<file path="config.mk">
export PLATFORM = sky130hd
export DESIGN_NAME = uart_register_interface
export DESIGN_NICKNAME = d
export VERILOG_FILES = /design/src/verilog/uart_pkg.sv /design/src/verilog/uart_register_interface.sv /design/src/verilog/uart_baud_filter.sv
export SDC_FILE = /design/constraint.sdc
export NUM_CORES = 1
export LEC_CHECK = 0
export ABC_AREA = 1
export BUFFER_PORTS_ARGS = -buffer_cell sky130_fd_sc_hd__buf_2
export CORE_ASPECT_RATIO = 0.5
export CORE_MARGIN = 4
export CORE_UTILIZATION = 60
export DETAILED_ROUTE_END_ITERATION = 10
export PLACE_DENSITY = 0.81
export REMOVE_ABC_BUFFERS = 1
export SLEW_MARGIN = 0
export SYNTH_ARGS = -nofsm -noshare
export SYNTH_HDL_FRONTEND = slang
export SYNTH_HIERARCHICAL = 1
export SYNTH_SLANG_ARGS = --single-unit
</file>
<file path="constraint.sdc">
create_clock -name clk -period 4.95 [get_ports clk]
set_input_delay 0.99 -clock clk [delete_from_list [all_inputs] [get_ports clk]]
set_output_delay 0.99 -clock clk [all_outputs]
set_load 0.005 [all_outputs]
</file>
<file path="src/verilog/uart_pkg.sv">
// Constants, types and register map of the serial transceiver register block.
// Assumes a 100 MHz peripheral clock and a 32-bit APB master.
package uart_pkg;

  // ****************************************************************
  // Register offsets (byte addresses)
  // ****************************************************************
  localparam logic [11:0] OFS_CONTROL = 12'h000;
  localparam logic [11:0] OFS_MODE = 12'h004;
  localparam logic [11:0] OFS_IRQ_EN = 12'h008;
  localparam logic [11:0] OFS_IRQ_DIS = 12'h00c;
  localparam logic [11:0] OFS_IRQ_MASK = 12'h010;
  localparam logic [11:0] OFS_STATUS = 12'h014;
  localparam logic [11:0] OFS_RX_HOLD = 12'h018;
  localparam logic [11:0] OFS_TX_HOLD = 12'h01c;
  localparam logic [11:0] OFS_BAUD = 12'h020;
  localparam logic [11:0] OFS_COMPARE = 12'h024;
  localparam logic [11:0] OFS_PROTECT = 12'h0e4;

  // ****************************************************************
  // Field positions
  // ****************************************************************
  localparam int CR_RX_RESET = 2;
  localparam int CR_TX_RESET = 3;
  localparam int CR_RX_EN = 4;
  localparam int CR_RX_DIS = 5;
  localparam int CR_TX_EN = 6;
  localparam int CR_TX_DIS = 7;
  localparam int CR_CLEAR_STATUS = 8;
  localparam int CR_REQ_CANCEL = 12;
  localparam int MR_FILTER = 4;
  localparam int MR_PAR_LSB = 9;
  localparam int MR_CHANNEL_LOOP_SELECT_LSB = 14;
  localparam int SR_RX_READY = 0;
  localparam int SR_TX_FREE = 1;
  localparam int SR_RX_DMA_DONE = 3;
  localparam int SR_TX_DMA_DONE = 4;
  localparam int SR_OVERRUN = 5;
  localparam int SR_FRAMING = 6;
  localparam int SR_PARITY = 7;
  localparam int SR_TX_IDLE = 9;
  localparam int SR_TX_DMA_EMPTY = 11;
  localparam int SR_RX_DMA_FULL = 12;
  localparam int SR_COMPARE = 15;
  localparam logic [15:0] SR_USED_MASK = 16'h9afb;
  localparam int CMP_COMPARE_FIRST_VALUE_LSB = 0;
  localparam int CMP_GATE = 12;
  localparam int CMP_PAR = 14;
  localparam int CMP_COMPARE_SECOND_VALUE_LSB = 16;
  localparam int WP_KEY_LSB = 8;
  localparam logic [23:0] PROTECT_KEY = 24'h554152;

  // ****************************************************************
  // Reset values and bit timing
  // ****************************************************************
  localparam logic [15:0] MODE_RESET = 16'h0000;
  localparam logic [15:0] BAUD_RESET = 16'h0000;
  localparam logic [31:0] COMPARE_RESET = 32'h00000000;
  localparam logic [15:0] MASK_RESET = 16'h0000;
  localparam logic [3:0] TICKS_HALF = 4'h7;
  localparam logic [3:0] TICKS_LAST = 4'hf;
  localparam logic [3:0] FRAME_BITS_PAR = 4'hb;
  localparam logic [3:0] FRAME_BITS_NOPAR = 4'ha;

  typedef enum logic [2:0] {
    PAR_EVEN = 3'h0, PAR_ODD = 3'h1, PAR_SPACE = 3'h2, PAR_MARK = 3'h3, PAR_NONE = 3'h4
  } parity_t;
  typedef enum logic [1:0] {
    CH_NORMAL = 2'h0, CH_ECHO = 2'h1, CH_LOCAL = 2'h2, CH_REMOTE = 2'h3
  } channel_loop_select_t;
  typedef enum logic [2:0] {
    RX_IDLE = 3'h0, RX_START = 3'h1, RX_DATA = 3'h2, RX_PARITY = 3'h3, RX_STOP = 3'h4
  } rx_state_t;

  typedef struct packed {
    logic psel;
    logic penable;
    logic pwrite;
    logic [11:0] paddr;
    logic [31:0] pwdata;
  } apb_req_t;

  typedef struct packed {
    logic rxEnd;
    logic txEnd;
    logic txBufEmpty;
    logic rxBufFull;
  } dma_flags_t;

endpackage

</file>
<file path="src/verilog/uart_register_interface.sv">
// Register block and character engines of a simple asynchronous serial transceiver.
// Assumes an APB master on clk, DMA channel flags on clk, and an asynchronous rx pin.
//
// The APB slave port is this design's own decision.
`timescale 1ns/1ps
module uart_register_interface
  import uart_pkg::*;
#(
  parameter int DIV_W = 16
) (
  input wire logic clk,
  input wire logic nrst,
  input wire apb_req_t apbReq,
  output logic [31:0] prdata,
  output logic pready,
  output logic pslverr,
  input wire dma_flags_t dmaFlags,
  input wire logic wakeEnable,
  input wire logic serialRxLine,
  output logic serialTxLine,
  output logic clockRequest
);
  if (DIV_W < 2 || DIV_W > 16) begin : g_bad_div
    $error("DIV_W must lie between 2 and 16");
  end

  // ****************************************************************
  // Functions
  // ****************************************************************
  // Parity bit for a character under a parity setting.
  function automatic logic parityOf(input logic [7:0] d, input parity_t s);
    parityOf = (s == PAR_EVEN) ? ^d : (s == PAR_ODD) ? ~^d : (s == PAR_MARK);
  endfunction

  // ****************************************************************
  // State
  // ****************************************************************
  logic [15:0] mode_q;
  logic [DIV_W-1:0] baud_q;
  logic [31:0] compare_q;
  logic [15:0] imr_q;
  logic protectEn_q;
  logic rxSync1_q, rxSync2_q, rxPrev_q;
  logic rx_enable_cmd_q, rxDisPend_q, tx_enable_cmd_q, txDisPend_q;
  rx_state_t rxState_q;
  logic [3:0] rxTick_q;
  logic [2:0] rxBit_q;
  logic [7:0] rxData_q, rhr_q;
  logic rxParErr_q;
  logic rxReady_q, overrun_q, framing_q, parErr_q, cmpFlag_q, cmpArmed_q;
  logic thrFull_q;
  logic [7:0] thr_q;
  logic [10:0] txShift_q;
  logic [3:0] txBitsLeft_q, txTick_q;
  logic tick16, lineF;

  // ****************************************************************
  // APB decode
  // ****************************************************************
  wire answer = apbReq.psel & apbReq.penable & ~pready;
  wire access = apbReq.psel & apbReq.penable & pready;
  wire wr = access & apbReq.pwrite;
  wire [31:0] wd = apbReq.pwdata;
  wire [11:0] ad = apbReq.paddr;
  wire wrCtl = wr && ad == OFS_CONTROL;
  wire wrMode = wr && ad == OFS_MODE && !protectEn_q;
  wire wrIer = wr && ad == OFS_IRQ_EN;
  wire wrIdr = wr && ad == OFS_IRQ_DIS;
  wire wrThr = wr && ad == OFS_TX_HOLD;
  wire wrBaud = wr && ad == OFS_BAUD && !protectEn_q;
  wire wrCmp = wr && ad == OFS_COMPARE && !protectEn_q;
  wire wrProt = wr && ad == OFS_PROTECT;
  wire keyOk = wd[31:WP_KEY_LSB] == PROTECT_KEY;
  wire rdRhr = answer && !apbReq.pwrite && ad == OFS_RX_HOLD;
  wire mapped = ad == OFS_CONTROL || ad == OFS_MODE || ad == OFS_IRQ_EN ||
                ad == OFS_IRQ_DIS || ad == OFS_IRQ_MASK || ad == OFS_STATUS ||
                ad == OFS_RX_HOLD || ad == OFS_TX_HOLD || ad == OFS_BAUD ||
                ad == OFS_COMPARE || ad == OFS_PROTECT;

  // Command bits of a control write.
  wire cRxRst = wrCtl & wd[CR_RX_RESET];
  wire cTxRst = wrCtl & wd[CR_TX_RESET];
  wire cRxEn = wrCtl & wd[CR_RX_EN] & ~wd[CR_RX_DIS];
  wire cRxDis = wrCtl & wd[CR_RX_DIS];
  wire cTxEn = wrCtl & wd[CR_TX_EN] & ~wd[CR_TX_DIS];
  wire cTxDis = wrCtl & wd[CR_TX_DIS];
  wire cClear = wrCtl & wd[CR_CLEAR_STATUS];
  wire cCancel = wrCtl & wd[CR_REQ_CANCEL];

  // Mode and compare fields.
  wire filterEn = mode_q[MR_FILTER];
  wire parity_t parSel = parity_t'(mode_q[MR_PAR_LSB +: 3]);
  wire channel_loop_select_t channel_loop_select = channel_loop_select_t'(mode_q[MR_CHANNEL_LOOP_SELECT_LSB +: 2]);
  wire [7:0] compare_first_value = compare_q[CMP_COMPARE_FIRST_VALUE_LSB +: 8];
  wire [7:0] compare_second_value = compare_q[CMP_COMPARE_SECOND_VALUE_LSB +: 8];
  wire cmpGate = compare_q[CMP_GATE];
  wire compare_with_parity = compare_q[CMP_PAR];

  // ****************************************************************
  // Status word and read multiplexer
  // ****************************************************************
  wire txFree = tx_enable_cmd_q & ~thrFull_q;
  wire txIdle = txFree & (txBitsLeft_q == 4'h0);
  logic [15:0] status;
  always_comb begin
    status = 16'h0000;
    status[SR_RX_READY] = rxReady_q;
    status[SR_TX_FREE] = txFree;
    status[SR_RX_DMA_DONE] = dmaFlags.rxEnd;
    status[SR_TX_DMA_DONE] = dmaFlags.txEnd;
    status[SR_OVERRUN] = overrun_q;
    status[SR_FRAMING] = framing_q;
    status[SR_PARITY] = parErr_q;
    status[SR_TX_IDLE] = txIdle;
    status[SR_TX_DMA_EMPTY] = dmaFlags.txBufEmpty;
    status[SR_RX_DMA_FULL] = dmaFlags.rxBufFull;
    status[SR_COMPARE] = cmpFlag_q;
  end
  wire [31:0] rdData =
    (ad == OFS_MODE) ? {16'h0000, mode_q} :
    (ad == OFS_IRQ_MASK) ? {16'h0000, imr_q} :
    (ad == OFS_STATUS) ? {16'h0000, status} :
    (ad == OFS_RX_HOLD) ? {24'h000000, rhr_q} :
    (ad == OFS_BAUD) ? {{(32 - DIV_W){1'b0}}, baud_q} :
    (ad == OFS_COMPARE) ? compare_q :
    (ad == OFS_PROTECT) ? {31'h00000000, protectEn_q} : 32'h00000000;

  // One wait state: the answer is prepared in the first access cycle.
  always_ff @(posedge clk or negedge nrst) begin
    if (!nrst) begin
      pready <= 1'b0;
      pslverr <= 1'b0;
      prdata <= 32'h00000000;
    end else begin
      pready <= answer;
      pslverr <= answer & ~mapped;
      if (answer) begin
        prdata <= apbReq.pwrite ? 32'h00000000 : rdData;
      end
    end
  end

  // ****************************************************************
  // Configuration registers
  // ****************************************************************
  always_ff @(posedge clk or negedge nrst) begin
    if (!nrst) begin
      mode_q <= MODE_RESET;
      baud_q <= BAUD_RESET[DIV_W-1:0];
      compare_q <= COMPARE_RESET;
      imr_q <= MASK_RESET;
      protectEn_q <= 1'b0;
    end else begin
      if (wrMode) mode_q <= wd[15:0] & 16'hce10;
      if (wrBaud) baud_q <= wd[DIV_W-1:0];
      if (wrCmp) compare_q <= wd & 32'h00ff50ff;
      if (wrIer) imr_q <= imr_q | (wd[15:0] & SR_USED_MASK);
      else if (wrIdr) imr_q <= imr_q & ~wd[15:0];
      if (wrProt && keyOk) protectEn_q <= wd[0];
    end
  end

  // ****************************************************************
  // Receive line: synchroniser, divider and filter
  // ****************************************************************
  always_ff @(posedge clk or negedge nrst) begin
    if (!nrst) begin
      rxSync1_q <= 1'b1;
      rxSync2_q <= 1'b1;
    end else begin
      rxSync1_q <= serialRxLine;
      rxSync2_q <= rxSync1_q;
    end
  end

  uart_baud_filter #(.DIV_W(DIV_W)) u_baud (
    .clk(clk),
    .nrst(nrst),
    .divisor(baud_q),
    .filterEn(filterEn),
    .lineIn(rxSync2_q),
    .tick16(tick16),
    .lineOut(lineF)
  );

  // ****************************************************************
  // Receiver
  // ****************************************************************
  wire txBit = (txBitsLeft_q != 4'h0) ? txShift_q[0] : 1'b1;
  wire rxIn = (channel_loop_select == CH_LOCAL) ? txBit : lineF;
  wire rxRun = rx_enable_cmd_q && channel_loop_select != CH_REMOTE;
  wire rxLast = tick16 && rxTick_q == TICKS_LAST;
  wire rxDone = rxState_q == RX_STOP && rxLast;
  wire inRange = rxData_q >= compare_first_value && rxData_q <= compare_second_value;
  wire cmpHit = (compare_first_value < compare_second_value) ? inRange : (rxData_q == compare_first_value || rxData_q == compare_second_value);
  wire match = cmpHit && !(compare_with_parity && rxParErr_q);
  wire gateOpen = !cmpGate || cmpArmed_q || wakeEnable;
  wire load = rxDone && (gateOpen || match);

  // Frame walk at 16x: start checked mid-bit, then one sample per bit.
  always_ff @(posedge clk or negedge nrst) begin
    if (!nrst) begin
      rxState_q <= RX_IDLE;
      rxTick_q <= 4'h0;
      rxBit_q <= 3'h0;
      rxData_q <= 8'h00;
      rxParErr_q <= 1'b0;
    end else if (cRxRst) begin
      rxState_q <= RX_IDLE;
    end else if (tick16) begin
      rxTick_q <= rxTick_q + 4'h1;
      unique case (rxState_q)
        RX_IDLE: begin
          rxTick_q <= 4'h0;
          if (rxRun && !rxDisPend_q && !rxIn) rxState_q <= RX_START;
        end
        RX_START: if (rxTick_q == TICKS_HALF) begin
          rxTick_q <= 4'h0;
          rxBit_q <= 3'h0;
          rxParErr_q <= 1'b0;
          rxState_q <= rxIn ? RX_IDLE : RX_DATA;
        end
        RX_DATA: if (rxLast) begin
          rxData_q <= {rxIn, rxData_q[7:1]};
          rxBit_q <= rxBit_q + 3'h1;
          if (rxBit_q == 3'h7) rxState_q <= (parSel == PAR_NONE) ? RX_STOP : RX_PARITY;
        end
        RX_PARITY: if (rxLast) begin
          rxParErr_q <= rxIn != parityOf(rxData_q, parSel);
          rxState_q <= RX_STOP;
        end
        RX_STOP: if (rxLast) rxState_q <= RX_IDLE;
        default: rxState_q <= RX_IDLE;
      endcase
    end
  end

  // Receiver enable, with a disable that waits for the frame to end.
  always_ff @(posedge clk or negedge nrst) begin
    if (!nrst) begin
      rx_enable_cmd_q <= 1'b0;
      rxDisPend_q <= 1'b0;
    end else if (cRxRst) begin
      rx_enable_cmd_q <= 1'b0;
      rxDisPend_q <= 1'b0;
    end else if (cRxDis || rxDisPend_q) begin
      rxDisPend_q <= rxState_q != RX_IDLE;
      rx_enable_cmd_q <= rx_enable_cmd_q && rxState_q != RX_IDLE;
    end else if (cRxEn) begin
      rx_enable_cmd_q <= 1'b1;
    end
  end

  // Holding register, sticky flags and compare trigger; a set beats a clear.
  always_ff @(posedge clk or negedge nrst) begin
    if (!nrst) begin
      rhr_q <= 8'h00;
      rxReady_q <= 1'b0;
      overrun_q <= 1'b0;
      framing_q <= 1'b0;
      parErr_q <= 1'b0;
      cmpFlag_q <= 1'b0;
      cmpArmed_q <= 1'b0;
    end else begin
      if (load) rhr_q <= rxData_q;
      rxReady_q <= load || (rxReady_q && !rdRhr && rx_enable_cmd_q && !cRxRst);
      overrun_q <= (load && rxReady_q && !rdRhr) || (overrun_q && !cClear);
      framing_q <= (rxDone && !rxIn) || (framing_q && !cClear);
      parErr_q <= (rxDone && rxParErr_q) || (parErr_q && !cClear);
      cmpFlag_q <= (load && match) || (cmpFlag_q && !cClear);
      if (rxDone && match && cmpGate) cmpArmed_q <= 1'b1;
      else if (cCancel && !wakeEnable) cmpArmed_q <= 1'b0;
    end
  end

  // Clock request: raised by a falling receive line, kept only on a match.
  always_ff @(posedge clk or negedge nrst) begin
    if (!nrst) begin
      rxPrev_q <= 1'b1;
      clockRequest <= 1'b0;
    end else begin
      rxPrev_q <= lineF;
      if (!wakeEnable || (cCancel && wakeEnable)) clockRequest <= 1'b0;
      else if (rxPrev_q && !lineF) clockRequest <= 1'b1;
      else if (rxDone && !match) clockRequest <= 1'b0;
    end
  end

  // ****************************************************************
  // Transmitter
  // ****************************************************************
  wire txLoad = tx_enable_cmd_q && thrFull_q && txBitsLeft_q == 4'h0;
  always_ff @(posedge clk or negedge nrst) begin
    if (!nrst) begin
      thrFull_q <= 1'b0;
      thr_q <= 8'h00;
      txShift_q <= 11'h7ff;
      txBitsLeft_q <= 4'h0;
      txTick_q <= 4'h0;
    end else if (cTxRst) begin
      thrFull_q <= 1'b0;
      txBitsLeft_q <= 4'h0;
    end else if (txLoad) begin
      thrFull_q <= wrThr;
      if (wrThr) thr_q <= wd[7:0];
      txTick_q <= 4'h0;
      txShift_q <= (parSel == PAR_NONE) ? {2'b11, thr_q, 1'b0} :
                   {1'b1, parityOf(thr_q, parSel), thr_q, 1'b0};
      txBitsLeft_q <= (parSel == PAR_NONE) ? FRAME_BITS_NOPAR : FRAME_BITS_PAR;
    end else begin
      if (wrThr) begin
        thrFull_q <= 1'b1;
        thr_q <= wd[7:0];
      end
      if (tick16 && txBitsLeft_q != 4'h0) begin
        txTick_q <= txTick_q + 4'h1;
        if (txTick_q == TICKS_LAST) begin
          txShift_q <= {1'b1, txShift_q[10:1]};
          txBitsLeft_q <= txBitsLeft_q - 4'h1;
        end
      end
    end
  end

  // Transmitter enable; a disable drains shifter and holding register.
  always_ff @(posedge clk or negedge nrst) begin
    if (!nrst) begin
      tx_enable_cmd_q <= 1'b0;
      txDisPend_q <= 1'b0;
    end else if (cTxRst) begin
      tx_enable_cmd_q <= 1'b0;
      txDisPend_q <= 1'b0;
    end else if (cTxDis || txDisPend_q) begin
      txDisPend_q <= thrFull_q || txBitsLeft_q != 4'h0;
      tx_enable_cmd_q <= tx_enable_cmd_q && (thrFull_q || txBitsLeft_q != 4'h0);
    end else if (cTxEn) begin
      tx_enable_cmd_q <= 1'b1;
    end
  end

  // Output pin per channel mode.
  always_ff @(posedge clk or negedge nrst) begin
    if (!nrst) begin
      serialTxLine <= 1'b1;
    end else begin
      unique case (channel_loop_select)
        CH_NORMAL: serialTxLine <= txBit;
        CH_LOCAL: serialTxLine <= 1'b1;
        CH_ECHO, CH_REMOTE: serialTxLine <= rxSync2_q;
      endcase
    end
  end
endmodule

</file>
<file path="src/verilog/uart_baud_filter.sv">
// Baud divider giving a 16x oversampling enable, plus the receive line filter.
// Assumes lineIn is already synchronised to clk.
`timescale 1ns/1ps
module uart_baud_filter #(
  parameter int DIV_W = 16
) (
  input wire logic clk,
  input wire logic nrst,
  input wire logic [DIV_W-1:0] divisor,
  input wire logic filterEn,
  input wire logic lineIn,
  output logic tick16,
  output logic lineOut
);
  logic [DIV_W-1:0] cnt_q;
  logic [2:0] hist_q;
  wire divRun = (divisor != '0);
  wire divWrap = divRun && (cnt_q >= divisor - 1'b1);
  wire vote = (hist_q[0] & hist_q[1]) | (hist_q[1] & hist_q[2]) | (hist_q[0] & hist_q[2]);

  // ****************************************************************
  // Divider: one enable pulse every divisor cycles, none at zero.
  // ****************************************************************
  always_ff @(posedge clk or negedge nrst) begin
    if (!nrst) begin
      cnt_q <= '0;
      tick16 <= 1'b0;
    end else begin
      cnt_q <= (divWrap || !divRun) ? '0 : cnt_q + 1'b1;
      tick16 <= divWrap;
    end
  end

  // Three samples at the oversampling rate, two of three win.
  always_ff @(posedge clk or negedge nrst) begin
    if (!nrst) begin
      hist_q <= 3'h7;
      lineOut <= 1'b1;
    end else begin
      if (divWrap) begin
        hist_q <= {hist_q[1:0], lineIn};
      end
      lineOut <= filterEn ? vote : lineIn;
    end
  end
endmodule

</file>
==> results of run 1 <==
## area by class of cell
| type | instances | area share |
|---|---|---|
| clock inverters | 14 | 0.0168 |
| clock buffers | 18 | 0.0397 |
| well taps | 204 | 0.0236 |
| multi-input cells | 851 | 0.422 |
| repair buffers | 85 | 0.0406 |
| inverters | 156 | 0.0544 |
| flip-flops and latches | 173 | 0.403 |
## worst min-delay path by stage
stage | from | endpoint | slack, ns
floorplan | rxSync1_q | rxSync2_q | 0.35
global placement | rxSync1_q | rxSync2_q | 0.35
detailed placement | rxSync1_q | rxSync2_q | 0.35
CTS | rxSync1_q | rxSync2_q | 0.37
global route | rxSync1_q | rxSync2_q | 0.37
finish | rxSync1_q | rxSync2_q | 0.36
## report_power, final
group	internal (mW)	switching, mW
clock	0.807	0.614
combinational	0.0267	0.0773
sequential	1.42	0.00297
total	2.25	0.694
## layer usage
| metal | routed length [µm] | track usage | vias to the layer above |
|---|---|---|---|
| met5 | 0 | 0 | - |
| met4 | 608 | 0.0908 | 0 |
| met3 | 2350 | 0.0732 | 70 |
| met2 | 11700 | 0.447 | 373 |
| met1 | 10700 | 0.380 | 4071 |
| li1 | - | - | 4071 |
## cells in the mapped netlist (all sizes together), types with 5 or more instances
| library cell | count | area share |
|---|---|---|
| nand2 | 313 | 0.13 |
| dfrtp | 155 | 0.40 |
| inv | 154 | 0.060 |
| o21ai | 132 | 0.069 |
| nor2 | 106 | 0.046 |
| nand3 | 68 | 0.037 |
| ha | 47 | 0.061 |
| a21oi | 38 | 0.020 |
| xor2 | 23 | 0.021 |
| buf | 21 | 0.015 |
| nor3 | 21 | 0.013 |
| dfstp | 18 | 0.049 |
| xnor2 | 18 | 0.016 |
| nand4 | 16 | 0.011 |
| a31oi | 9 | 0.0058 |
| clkbuf | 9 | 0.0035 |
| o211ai | 7 | 0.0054 |
| or2 | 7 | 0.0048 |
| nor4 | 5 | 0.0054 |
| o22ai | 5 | 0.0032 |
## flip-flops by register name, indices dropped and copies added, names as in the netlist, 6 cells and up, named ones only
name and count:
compare_q 18, u_baud/cnt_q 16, rxData_q 8, prdata 24, thr_q 8, mode_q 6
rhr_q 8, txShift_q 10, baud_q 16
## through the flow
| step | std cells | worst slack, ns |
|---|---|---|
| after floorplan | 1180 | 2.43 |
| after global placement | 1469 | 2.08 |
| after CTS | 1501 | 2.00 |
| final | 1501 | 1.98 |
| after detailed placement | 1469 | 1.96 |
| after global routing | 1501 | 1.66 |
## kinds of logic after synthesis
family                     after synthesis  synth area share
AOI/OAI and AO/OA                      214             0.123
xor gates and xnor gates                41            0.0372
adders and majority gates               47            0.0609
buffers and inverters                  186            0.0798
DFF                                    173             0.451
other                                    1          0.000388
and+or+nand+nor                        541             0.248
==> summary.md, run 1 <==
| Metric | Value |
|---|---|
| Cells on Worst Hold Path | `0` |
| Reg-to-reg slack, setup | `1.98 ns` |
| Commonest non-fill, non-tap cell in the layout | `nand2_1` |
| Post-synth ARST share | `1.00` |
| Min Clock Period, post-route | `2.97 ns` |
| GPL Wtd Cong | `0.985` |
| Worst-path cell chain | `inv_1 > ha_1 > nand2_1 > nor2_1 > nand3_1 > nor2_4 > nand2_2 > o21ai_1 > inv_1 > ha_1 > nand2_1 > o21ai_0 > a21oi_1 > nand3_2 > nor2_1` |
| Worst Hold Class | `flip-flop to flip-flop` |
| Worst Path Buf+Inv | `2` |
| Final Setup Violations | `0` |
| Most frequent cells in the layout | `300 x nand2_1, 155 x dfrtp_1, 147 x inv_1` |
| Vias | `8585` |
| CP max stage delay | `0.43 ns` |
| CP endpoint kind | `flip-flop` |
| CP startpoint kind | `flip-flop` |
| Post-synth EDFFs | `0` |
| Cells after synthesis | `around 1200` |
| Die area | `0.0183 mm²` |
| Delay-heaviest family, CP | `simple AND/OR/NAND/NOR gates` |
| Clk buf depth | `2` |
| HPWL after DPL | `18500 µm` |
| Starting density of the core | `0.620` |
| CTS tree | `yes` |
| Seq cells post-synth | `173` |
| P&R area growth vs syn | `11.9%` |
| Critical path origin | `baud_q[0]` |
| Max-slew headroom | `0.377` |
| Initial antenna violation count | `0` |
| Final Util | `0.694` |
| PD cells | `273 mW/mm²` |
| Worst Setup EP | `u_baud/cnt_q[2]` |
| Clock latency on the worst-skew pair | `0.43 ns` |
| Cts hold-fix bufs | `0` |
| Resized Gates After CTS | `0` |
| Min Hold Slack | `roughly 0.36 ns` |
| Die Y | `roughly 98 µm` |
| Slew @ Worst Pin | `just over 0.9 ns` |
| Ant diodes | `0` |
| CTS Buf Count | `17` |
| Seq/Total Area, Yosys | `0.451` |
| Grt total ovfl | `0` |
| Number of nets in the layout | `roughly 1400` |
| Buffer count from post-CTS setup fixing | `0` |
| TritonCTS sink count | `173` |
| Hold Violations, Final | `0` |
| Average cell area after synthesis | `about 8 µm²` |
| Fin Setup TNS | `0 ns` |
| Pins Over Slew Limit | `0` |
| DRC Markers | `0` |
| Library cells used by synthesis | `54` |
| Synth Cell Area | `around 0.0097 mm²` |
| Die Wd | `187 µm` |
| Final WL | `25400 µm` |
| Max H-tree Level | `4` |
| Antenna-violating nets left | `0` |
| Footprint of the multi-input gates | `0.00456 mm²` |
| LEAKAGE | `around 5.7 nW` |
| CP max FO | `16` |
| Design Power | `2.95 mW` |
| Post-layout instance area | `between 0.01 and 0.015 mm²` |
| Clock Tree Root | `clkbuf_16` |
| Crit path DAT | `3.32 ns` |
| Initial DRC Count | `784` |
| Max frequency | `0.336 GHz` |
| Critical Path Slowest Stage Cell | `dfrtp_1` |
| Reg-to-reg critical path startpoint | `baud_q[0]` |
| R2R Path End | `u_baud/cnt_q[2]` |
| CTS clk-pin slew, worst paths | `roughly 0.07 ns` |
| Period Utilization, post-route | `0.601` |
| Reg2Reg Depth | `15` |
| Critical path type | `flip-flop to flip-flop` |
| Peak supply drop | `0.261 mV` |
| Vias per cell | `5.72` |
| Number of I/O port buffers | `82` |
| First-pass GRT wire length | `41500 µm` |
| Required @ worst endpoint | `5.30 ns` |
| Drt first pass iters | `6` |
| Largest net degree at the start of global routing | `between 80 and 90` |
| Placed inst area | `0.0102 mm²` |
| Setup Skew | `~0.008 ns` |
| RSZ-0062 raised after global routing | `no` |
| Num rows | `32` |
| Filler Cell Count | `1227` |
| Sequential Area | `0.00435 mm²` |
| Core area | `0.0156 mm²` |
| Routed wire per std cell | `approximately 17 µm` |
| Stages on worst setup path | `15` |
| Max-Cap Viols | `0` |
| Overall Global Routing Usage | `0.280` |
| Dominant synthesized flop cell | `dfrtp_1` |
| I/O pin count | `91` |
| Layout cell share with drive strength beyond 1 | `0.140` |
| Total number of yosys warnings | `6` |
| Status | `completed` |
| Vias in the first global route | `8264` |
Power figures use the tool's default switching activity.
==> inputs of run 2 (changes only) <==
--- a/config.mk
+++ b/config.mk
@@ -9,9 +9,9 @@
 export BUFFER_PORTS_ARGS = -buffer_cell sky130_fd_sc_hd__buf_2
 export CORE_ASPECT_RATIO = 0.5
 export CORE_MARGIN = 4
-export CORE_UTILIZATION = 60
+export CORE_UTILIZATION = 54
 export DETAILED_ROUTE_END_ITERATION = 10
-export PLACE_DENSITY = 0.81
+export PLACE_DENSITY = 0.77
 export REMOVE_ABC_BUFFERS = 1
 export SLEW_MARGIN = 0
 export SYNTH_ARGS = -nofsm -noshare
==> constraint.sdc (replaced) <==
create_clock -name clk -period 2.45 [get_ports clk]
set_input_delay 0.49 -clock clk [delete_from_list [all_inputs] [get_ports clk]]
set_output_delay 0.49 -clock clk [all_outputs]
set_load 0.005 [all_outputs]
==> summary.md, run 2 (same netlist as run 1, synthesis figures left out) <==
| Metric | Value |
|---|---|
| First-pass GRT wire length | `42200 µm (+1.7%)` |
| P&R area growth vs syn | `19.0%` |
| Period Utilization, post-route | `1.05 (+0.447)` |
| Initial DRC Count | `710 (-9.4%)` |
| Commonest non-fill, non-tap cell in the layout | `nand2_1` |
| LEAKAGE | `5.96 nW (+4.9%)` |
| Max-Cap Viols | `0 (unchanged)` |
| GPL Wtd Cong | `0.954 (-3.2%)` |
| CP max FO | `8 (-8)` |
| Setup WS pre-CTS | `-0.0907 ns (-2.05 ns)` |
| Grt total ovfl | `0 (unchanged)` |
| GRT busiest layer | `met2` |
| Vias | `8712 (+1.5%)` |
| Worst-path cell chain | `buf_6 > nor2_4 > nand3_2 > nor2_4 > nand2_4 > nor2_4 > nand3b_1 > xor2_1 > ha_1 > a21oi_2 > o21ai_1 > a21oi_2 > nand3_4 > buf_16 > nor2_1` |
| Max frequency | `0.390 GHz (+16%)` |
| Hold Violations, Final | `0 (unchanged)` |
| Filler Cell Count | `1423 (+16%)` |
| Combinational power share | `0.038 (+0.003)` |
| Hold Path Origin | `serialRxLine` |
| Met3 GRT Util | `0.0728 (-0.000419)` |
| Most frequent CP cell | `nor2_4` |
| Critical path type | `flip-flop to flip-flop` |
| GR met1 Demand/Resource | `0.342 (-0.0372)` |
| Clk buf depth | `2 (unchanged)` |
| Overall Global Routing Usage | `0.263 (-0.0170)` |
| Pins Over Slew Limit | `0 (unchanged)` |
| Reg-to-reg slack, setup | `-0.12 ns (-2.09 ns)` |
| Largest register FFs | `24 (unchanged)` |
| Num rows | `34 (+6.3%)` |
| CTS tree | `yes` |
| Switching Fraction | `0.236 (+0.000827)` |
| Clock Power Share | `0.470 (-0.012)` |
| Top Registers | `prdata x24, compare_q x18` |
| Drt first pass iters | `6 (unchanged)` |
| Number of nets in the layout | `1434 (+3.5%)` |
| WHS Endpoint | `rxSync1_q` |
| Sequential Area | `0.00435 mm² (unchanged)` |
| RSZ-0062 raised after global routing | `yes` |
| Most flops, register | `prdata` |
| TritonCTS sink count | `173 (unchanged)` |
| Final Worst Setup Slack | `-0.116 ns (-2.09 ns)` |
| Ant diodes | `0 (unchanged)` |
| Failing checks | `negative setup slack` |
| Die Wd | `197 µm (+5.2%)` |
| CP max stage delay | `0.39 ns (-0.04 ns)` |
| Max H-tree Level | `4 (unchanged)` |
| I/O pin count | `91 (unchanged)` |
| Vias per cell | `5.52 (-3.5%)` |
| Setup Skew | `0.0177 ns (+0.00955 ns)` |
| M2 GR Usage | `0.434 (-0.0132)` |
| Core area | `0.0174 mm² (+12%)` |
| Final Setup Violations | `20 (+20)` |
| Int Power | `4.45 mW (+98%)` |
| Die Y | `103 µm (+5.0%)` |
| Critical Path Slowest Stage Cell | `dfrtp_1` |
| Number of I/O port buffers | `82 (unchanged)` |
| CP startpoint kind | `flip-flop` |
| Switch Pwr | `1.38 mW (+99%)` |
| DRC Markers | `0 (unchanged)` |
| Slew @ Worst Pin | `0.595 ns (-0.338 ns)` |
| Layout cell share with drive strength beyond 1 | `0.198 (+0.0582)` |
| Clock Tree Root | `clkbuf_16` |
| Die area | `0.0202 mm² (+10%)` |
| Worst Path Buf+Inv | `2 (unchanged)` |
| Routed wire per std cell | `16.6 µm (-1.5%)` |
| Flop pwr share | `0.492 (+0.010)` |
| R2R Path End | `u_baud/cnt_q[0]` |
| Reg-to-reg critical path startpoint | `baud_q[1]` |
| HPWL after DPL | `19000 µm (+2.7%)` |
| Vias in the first global route | `8404 (+1.7%)` |
| Largest net degree at the start of global routing | `75 (-13%)` |
| Crit path DAT | `2.92 ns (-0.40 ns)` |
| Status | `finished with violations` |
| Peak supply drop | `0.525 mV (+100%)` |
| PD cells | `508 mW/mm² (+86%)` |
| Max-slew headroom | `0.600 (+0.224)` |
| Min Clock Period, post-route | `2.57 ns (-0.407 ns)` |
| Antenna-violating nets left | `0 (unchanged)` |
| Cells on Worst Hold Path | `1 (+1)` |
| Required @ worst endpoint | `2.81 ns (-2.49 ns)` |
| Most frequent cells in the layout | `294 x nand2_1, 155 x dfrtp_1, 145 x inv_1` |
| Worst Hold Class | `primary input to flip-flop` |
| Starting density of the core | `0.554 (-0.0664)` |
| Initial antenna violation count | `0 (unchanged)` |
| Footprint of the multi-input gates | `0.00480 mm² (+5.2%)` |
| Final Util | `0.659 (-0.0349)` |
| CTS clk-pin slew, worst paths | `0.06 ns (about the same)` |
| CP endpoint kind | `flip-flop` |
| CTS Buf Count | `17 (unchanged)` |
| Final WL | `26300 µm (+3.6%)` |
| Delay-heaviest family, CP | `simple AND/OR/NAND/NOR gates` |
| Reg2Reg Depth | `15 (unchanged)` |
| Clock latency on the worst-skew pair | `0.43 ns (about the same)` |
-- run 2: cell count changes in the layout (fill, tap and decap cells not counted), moves of 3 or more --
cell	before	now
a21oi_1	38	34
a21oi_2	0	4
buf_12	0	3
buf_4	3	43
buf_6	1	4
clkinvlp_4	0	3
ha_1	47	44
ha_4	0	3
nand2_1	300	294
nand2_2	9	14
nor2_1	95	77
nor2_2	8	11
nor2_4	3	18
-- run 2: how the worst max path moves through the flow --
stage | startpoint | end | slack, ns | cells past startpoint
after floorplan | baud_q[0] | u_baud/cnt_q[10] | -0.005 | 15
after global placement | baud_q[0] | u_baud/cnt_q[12] | 0.004 | 19
after detailed placement | baud_q[1] | u_baud/cnt_q[14] | -0.09 | 16
after CTS | baud_q[8] | u_baud/cnt_q[3] | -0.04 | 12
after global routing | baud_q[1] | u_baud/cnt_q[4] | -0.25 | 15
final | baud_q[1] | u_baud/cnt_q[0] | -0.12 | 15
-- run 2: final cells by class --
cell class | instances | share of cell area
clock buffers | 18 | 0.0374
inverters | 156 | 0.0512
multi-input cells | 851 | 0.418
flip-flops and latches | 173 | 0.379
well taps | 234 | 0.0255
clock inverters | 14 | 0.0139
repair buffers | 133 | 0.0758
-- run 2: through the flow --
| step | setup TNS, ns | hold WS, ns | cells | area, µm² | power [mW] |
|---|---|---|---|---|---|
| 6_report | -1.75 | 0.165 | 1579 | 11500 | 5.83 |
| 3_5_place_dp | -1.36 | 0.347 | 1535 | 10500 | 3.14 |
| 4_1_cts | -0.441 | 0.153 | 1575 | 11400 | 5.86 |
| 5_1_grt | -4.46 | 0.150 | 1579 | 11500 | 6.01 |
| 2_1_floorplan | -0.0213 | 0.194 | 1180 | 9500 | 2.98 |
| 3_3_place_gp | 0 | 0.350 | 1535 | 10500 | 3.14 |
-- run 2: timing repair --
item                                   CTS  global route
gates resized for setup                 44            18
cloned                                   1             0
hold buffers                             1             0
setup endpoints to repair               20            22
endpoints found under the hold margin    9             0
pin swaps                               20            20
setup buffers                            6             4
-- run 2: power groups by stage --
stage	Combinational (mW)	Sequential, mW	Clock [mW]
floorplan	0.0586	2.92	0
CTS	0.222	2.87	2.76
finish	0.221	2.87	2.74
global route	0.245	2.87	2.89
global placement	0.213	2.92	0
detailed placement	0.218	2.92	0
-- run 2: per-layer routing --
metal,vias to the layer above,part of all wire
met4,0,0.022
met1,4159,0.42
met3,49,0.081
met5,-,0
met2,330,0.47
li1,4174,-
==> inputs of run 3 (changes only) <==
--- a/config.mk
+++ b/config.mk
@@ -5,13 +5,13 @@
 export SDC_FILE = /design/constraint.sdc
 export NUM_CORES = 1
 export LEC_CHECK = 0
-export ABC_AREA = 1
 export BUFFER_PORTS_ARGS = -buffer_cell sky130_fd_sc_hd__buf_2
+export CAP_MARGIN = 15
 export CORE_ASPECT_RATIO = 0.5
 export CORE_MARGIN = 4
-export CORE_UTILIZATION = 54
+export CORE_UTILIZATION = 55
 export DETAILED_ROUTE_END_ITERATION = 10
-export PLACE_DENSITY = 0.77
+export PLACE_DENSITY = 0.78
 export REMOVE_ABC_BUFFERS = 1
 export SLEW_MARGIN = 0
 export SYNTH_ARGS = -nofsm -noshare
==> summary.md, run 3 <==
| Metric | Value |
|---|---|
| Status | `finished with violations` |
| Failing checks | `negative setup slack` |
| Count leader, synth | `dfrtp_1` |
| Reg-to-reg critical path startpoint | `baud_q[6]` |
| Die area | `0.0205 mm² (+1.6%)` |
| Cells after synthesis | `1010 (-16%)` |
| First-pass GRT wire length | `45800 µm (+8.6%)` |
| Critical path type | `flip-flop to flip-flop` |
| Average cell area after synthesis | `9.90 µm² (+23%)` |
| Synth Cell Area | `0.0100 mm² (+3.6%)` |
| Grt total ovfl | `0 (unchanged)` |
| Number of nets in the layout | `1282 (-11%)` |
| HPWL after DPL | `21100 µm (+12%)` |
| Initial DRC Count | `954 (+34%)` |
| Pins Over Slew Limit | `0 (unchanged)` |
| Final WL | `29500 µm (+12%)` |
| Commonest non-fill, non-tap cell in the layout | `dfrtp_1` |
| Seq/Total Area, Yosys | `0.435 (-0.0155)` |
| Peak supply drop | `0.502 mV (-4.3%)` |
| Top Registers | `prdata x24, compare_q x18` |
| Antenna-violating nets left | `0 (unchanged)` |
| Setup Skew | `0.0121 ns (-0.00560 ns)` |
| P&R area growth vs syn | `20.6%` |
| Layout cell share with drive strength beyond 1 | `0.292 (+0.0939)` |
| Min Hold Slack | `0.0204 ns (-0.145 ns)` |
| Vias per cell | `6.21 (+13%)` |
| Starting density of the core | `0.568 (+0.0142)` |
| Routed wire per std cell | `20.6 µm (+24%)` |
| Dominant synthesized flop cell | `dfrtp_1` |
| CTS clk-pin slew, worst paths | `0.07 ns (about the same)` |
| Most frequent cells in the layout | `151 x dfrtp_1, 106 x nand2_1, 100 x buf_4` |
| Initial antenna violation count | `0 (unchanged)` |
| Period Utilization, post-route | `1.46 (+0.409)` |
| I/O pin count | `91 (unchanged)` |
| PD cells | `489 mW/mm² (-3.7%)` |
| Min Clock Period, post-route | `3.57 ns (+1.00 ns)` |
| Clk buf depth | `2 (unchanged)` |
| TritonCTS sink count | `173 (unchanged)` |
| CTS tree | `yes` |
| Post-layout instance area | `0.0121 mm² (+4.9%)` |
| Total number of yosys warnings | `6 (unchanged)` |
| Final Setup Violations | `20 (unchanged)` |
| Overall Global Routing Usage | `0.289 (+0.0257)` |
| Most flops, register | `prdata` |
| Required @ worst endpoint | `2.83 ns (+0.02 ns)` |
| Max-slew headroom | `0.594 (-0.00670)` |
| Max-Cap Viols | `0 (unchanged)` |
| Crit path DAT | `3.94 ns (+1.02 ns)` |
| Largest register FFs | `24 (unchanged)` |
| Post-synth EDFFs | `0 (unchanged)` |
| Synth top area cells | `dfrtp_1 39%, mux2_2 6.0%, ha_1 5.9%` |
| Max frequency | `0.280 GHz (-28%)` |
| Fin cells | `1427 (-9.6%)` |
| Slew @ Worst Pin | `0.610 ns (+0.0146 ns)` |
| Leading area contributor after synthesis | `dfrtp_1` |
| Vias | `8862 (+1.7%)` |
| Worst Hold Class | `primary input to asynchronous set/reset pin` |
| Die Wd | `199 µm (+0.80%)` |
| Critical path origin | `baud_q[6]` |
| Clock latency on the worst-skew pair | `0.44 ns (about the same)` |
| Synth top cells by count | `155 x dfrtp_1, 107 x nand2_1, 60 x nor2_1` |
| Core area | `0.0176 mm² (+0.98%)` |
| Number of I/O port buffers | `82 (unchanged)` |
| Library cells used by synthesis | `82 (+52%)` |
| Drt first pass iters | `6 (unchanged)` |
| Fin Setup TNS | `-21.04 ns (-19.29 ns)` |
| Ant diodes | `0 (unchanged)` |
| DRC Markers | `0 (unchanged)` |
| Placed inst area | `0.0112 mm² (+6.6%)` |
| Setup WS pre-CTS | `-1.26 ns (-1.17 ns)` |
| Cts hold-fix bufs | `0 (-1)` |
| CP startpoint kind | `flip-flop` |
| Post-synth ARST share | `1.00 (unchanged)` |
| RSZ-0062 raised after global routing | `yes` |
| Die Y | `103 µm (+0.77%)` |
| CP endpoint kind | `flip-flop` |
| Num rows | `34 (unchanged)` |
| Max H-tree Level | `4 (unchanged)` |
| Seq cells post-synth | `173 (unchanged)` |
| CTS Buf Count | `17 (unchanged)` |
| CP max FO | `7 (-1)` |
| Clock Tree Root | `clkbuf_16` |
| Hold Violations, Final | `0 (unchanged)` |
| LEAKAGE | `5.62 nW (-5.6%)` |
| Placed Cells | `1383 (-9.9%)` |
| Largest net degree at the start of global routing | `54 (-28%)` |
| Final Worst Setup Slack | `-1.12 ns (-1.00 ns)` |
| Vias in the first global route | `8703 (+3.6%)` |
| GPL Wtd Cong | `0.958 (+0.46%)` |
| Yosys top cell area share | `0.388 (-0.0138)` |
[run 3: changes by cell type in the layout (fill, tap and decap cells not counted), moves of 18 or more]
cell / delta
buf_4: +57
nand3_1: -34
a22o_1: +18
o21ai_1: -32
inv_1: -109
a21oi_1: +25
nor3_1: +20
nand2_1: -188
o21ai_0: -50
mux2_2: +53
nor2_1: -18
[run 3: power breakdown]
| group | total, mW | switching (mW) | leakage [nW] | internal, mW |
|---|---|---|---|---|
| clock network | 2.75 | 1.23 | 0.282 | 1.52 |
| logic | 0.272 | 0.186 | 3.07 | 0.0860 |
| registers | 2.87 | 0.00464 | 2.27 | 2.87 |
[run 3: layer usage]
| metal | vias to the layer above | part of all wire | global-route usage |
|---|---|---|---|
| li1 | 4015 | - | - |
| met1 | 4336 | 0.41 | 0.368 |
| met2 | 435 | 0.46 | 0.477 |
| met3 | 76 | 0.092 | 0.0845 |
| met4 | 0 | 0.037 | 0.109 |
| met5 | - | 0 | 0 |
[run 3: worst max-delay path: stages (launching register included)]
cell and delay (ns):
dfrtp_1 0.39, or4_4 0.55, or4_4 0.45, nor2_4 0.11
nand2_1 0.07, xor2_1 0.17, ha_1 0.34, nand4_2 0.09
or3_1 0.33, or4_4 0.62, a211o_1 0.33, nand3_1 0.07
[run 3: logic make-up (layout without fill, tap and decap cells)]
logic type	Yosys count	in the layout	synth area share
flip-flops	173	173	0.435
AND/OR/NAND/NOR	376	377	0.204
multiplexers	70	70	0.0797
XOR/XNOR	44	44	0.0385
AO/OA/AOI/OAI	214	214	0.141
buffers and inverters	84	259	0.0409
other	1	8	0.000375
adder cells (fa/ha/maj)	48	48	0.0598
[run 3: area by class of cell]
| cell class | instances | area, µm² |
|---|---|---|
| fillers | 1280 | 5550 |
| multi-input cells | 761 | 5410 |
| inverters | 37 | 139 |
| clock inverters | 14 | 155 |
| well taps | 234 | 293 |
| clock buffers | 18 | 429 |
| repair buffers | 190 | 1280 |
| flip-flops and latches | 173 | 4360 |
[run 3: final timing paths]
path | end | slack, ns | cells after the start
worst max-delay path | u_baud/hist_q[2] | -1.12 | 11
worst min-delay path | prdata[16] | 0.02 | 1
worst max register to register | u_baud/hist_q[2] | -1.12 | 11
worst min register to register | rxSync2_q | 0.36 | 0
max in group asynchronous | u_baud/hist_q[1] | 1.74 | 2
min in group clk | rxSync1_q | 0.16 | 1
[run 3: what timing repair did]
| item | in CTS | in global routing |
|---|---|---|
| endpoints found under the setup margin | 29 | 41 |
| gates cloned | 2 | 1 |
| resized for setup | 14 | 32 |
| pin swaps | 11 | 12 |
| hold endpoints to repair | 0 | 0 |
| buffers inserted | 4 | 4 |
[run 3: through the flow]
step | total power [mW] | util
finish | 5.90 | 0.685
global route | 6.08 | 0.685
CTS | 5.92 | 0.676
detailed placement | 3.19 | 0.638
global placement | 3.19 | 0.638
floorplan | 2.98 | -
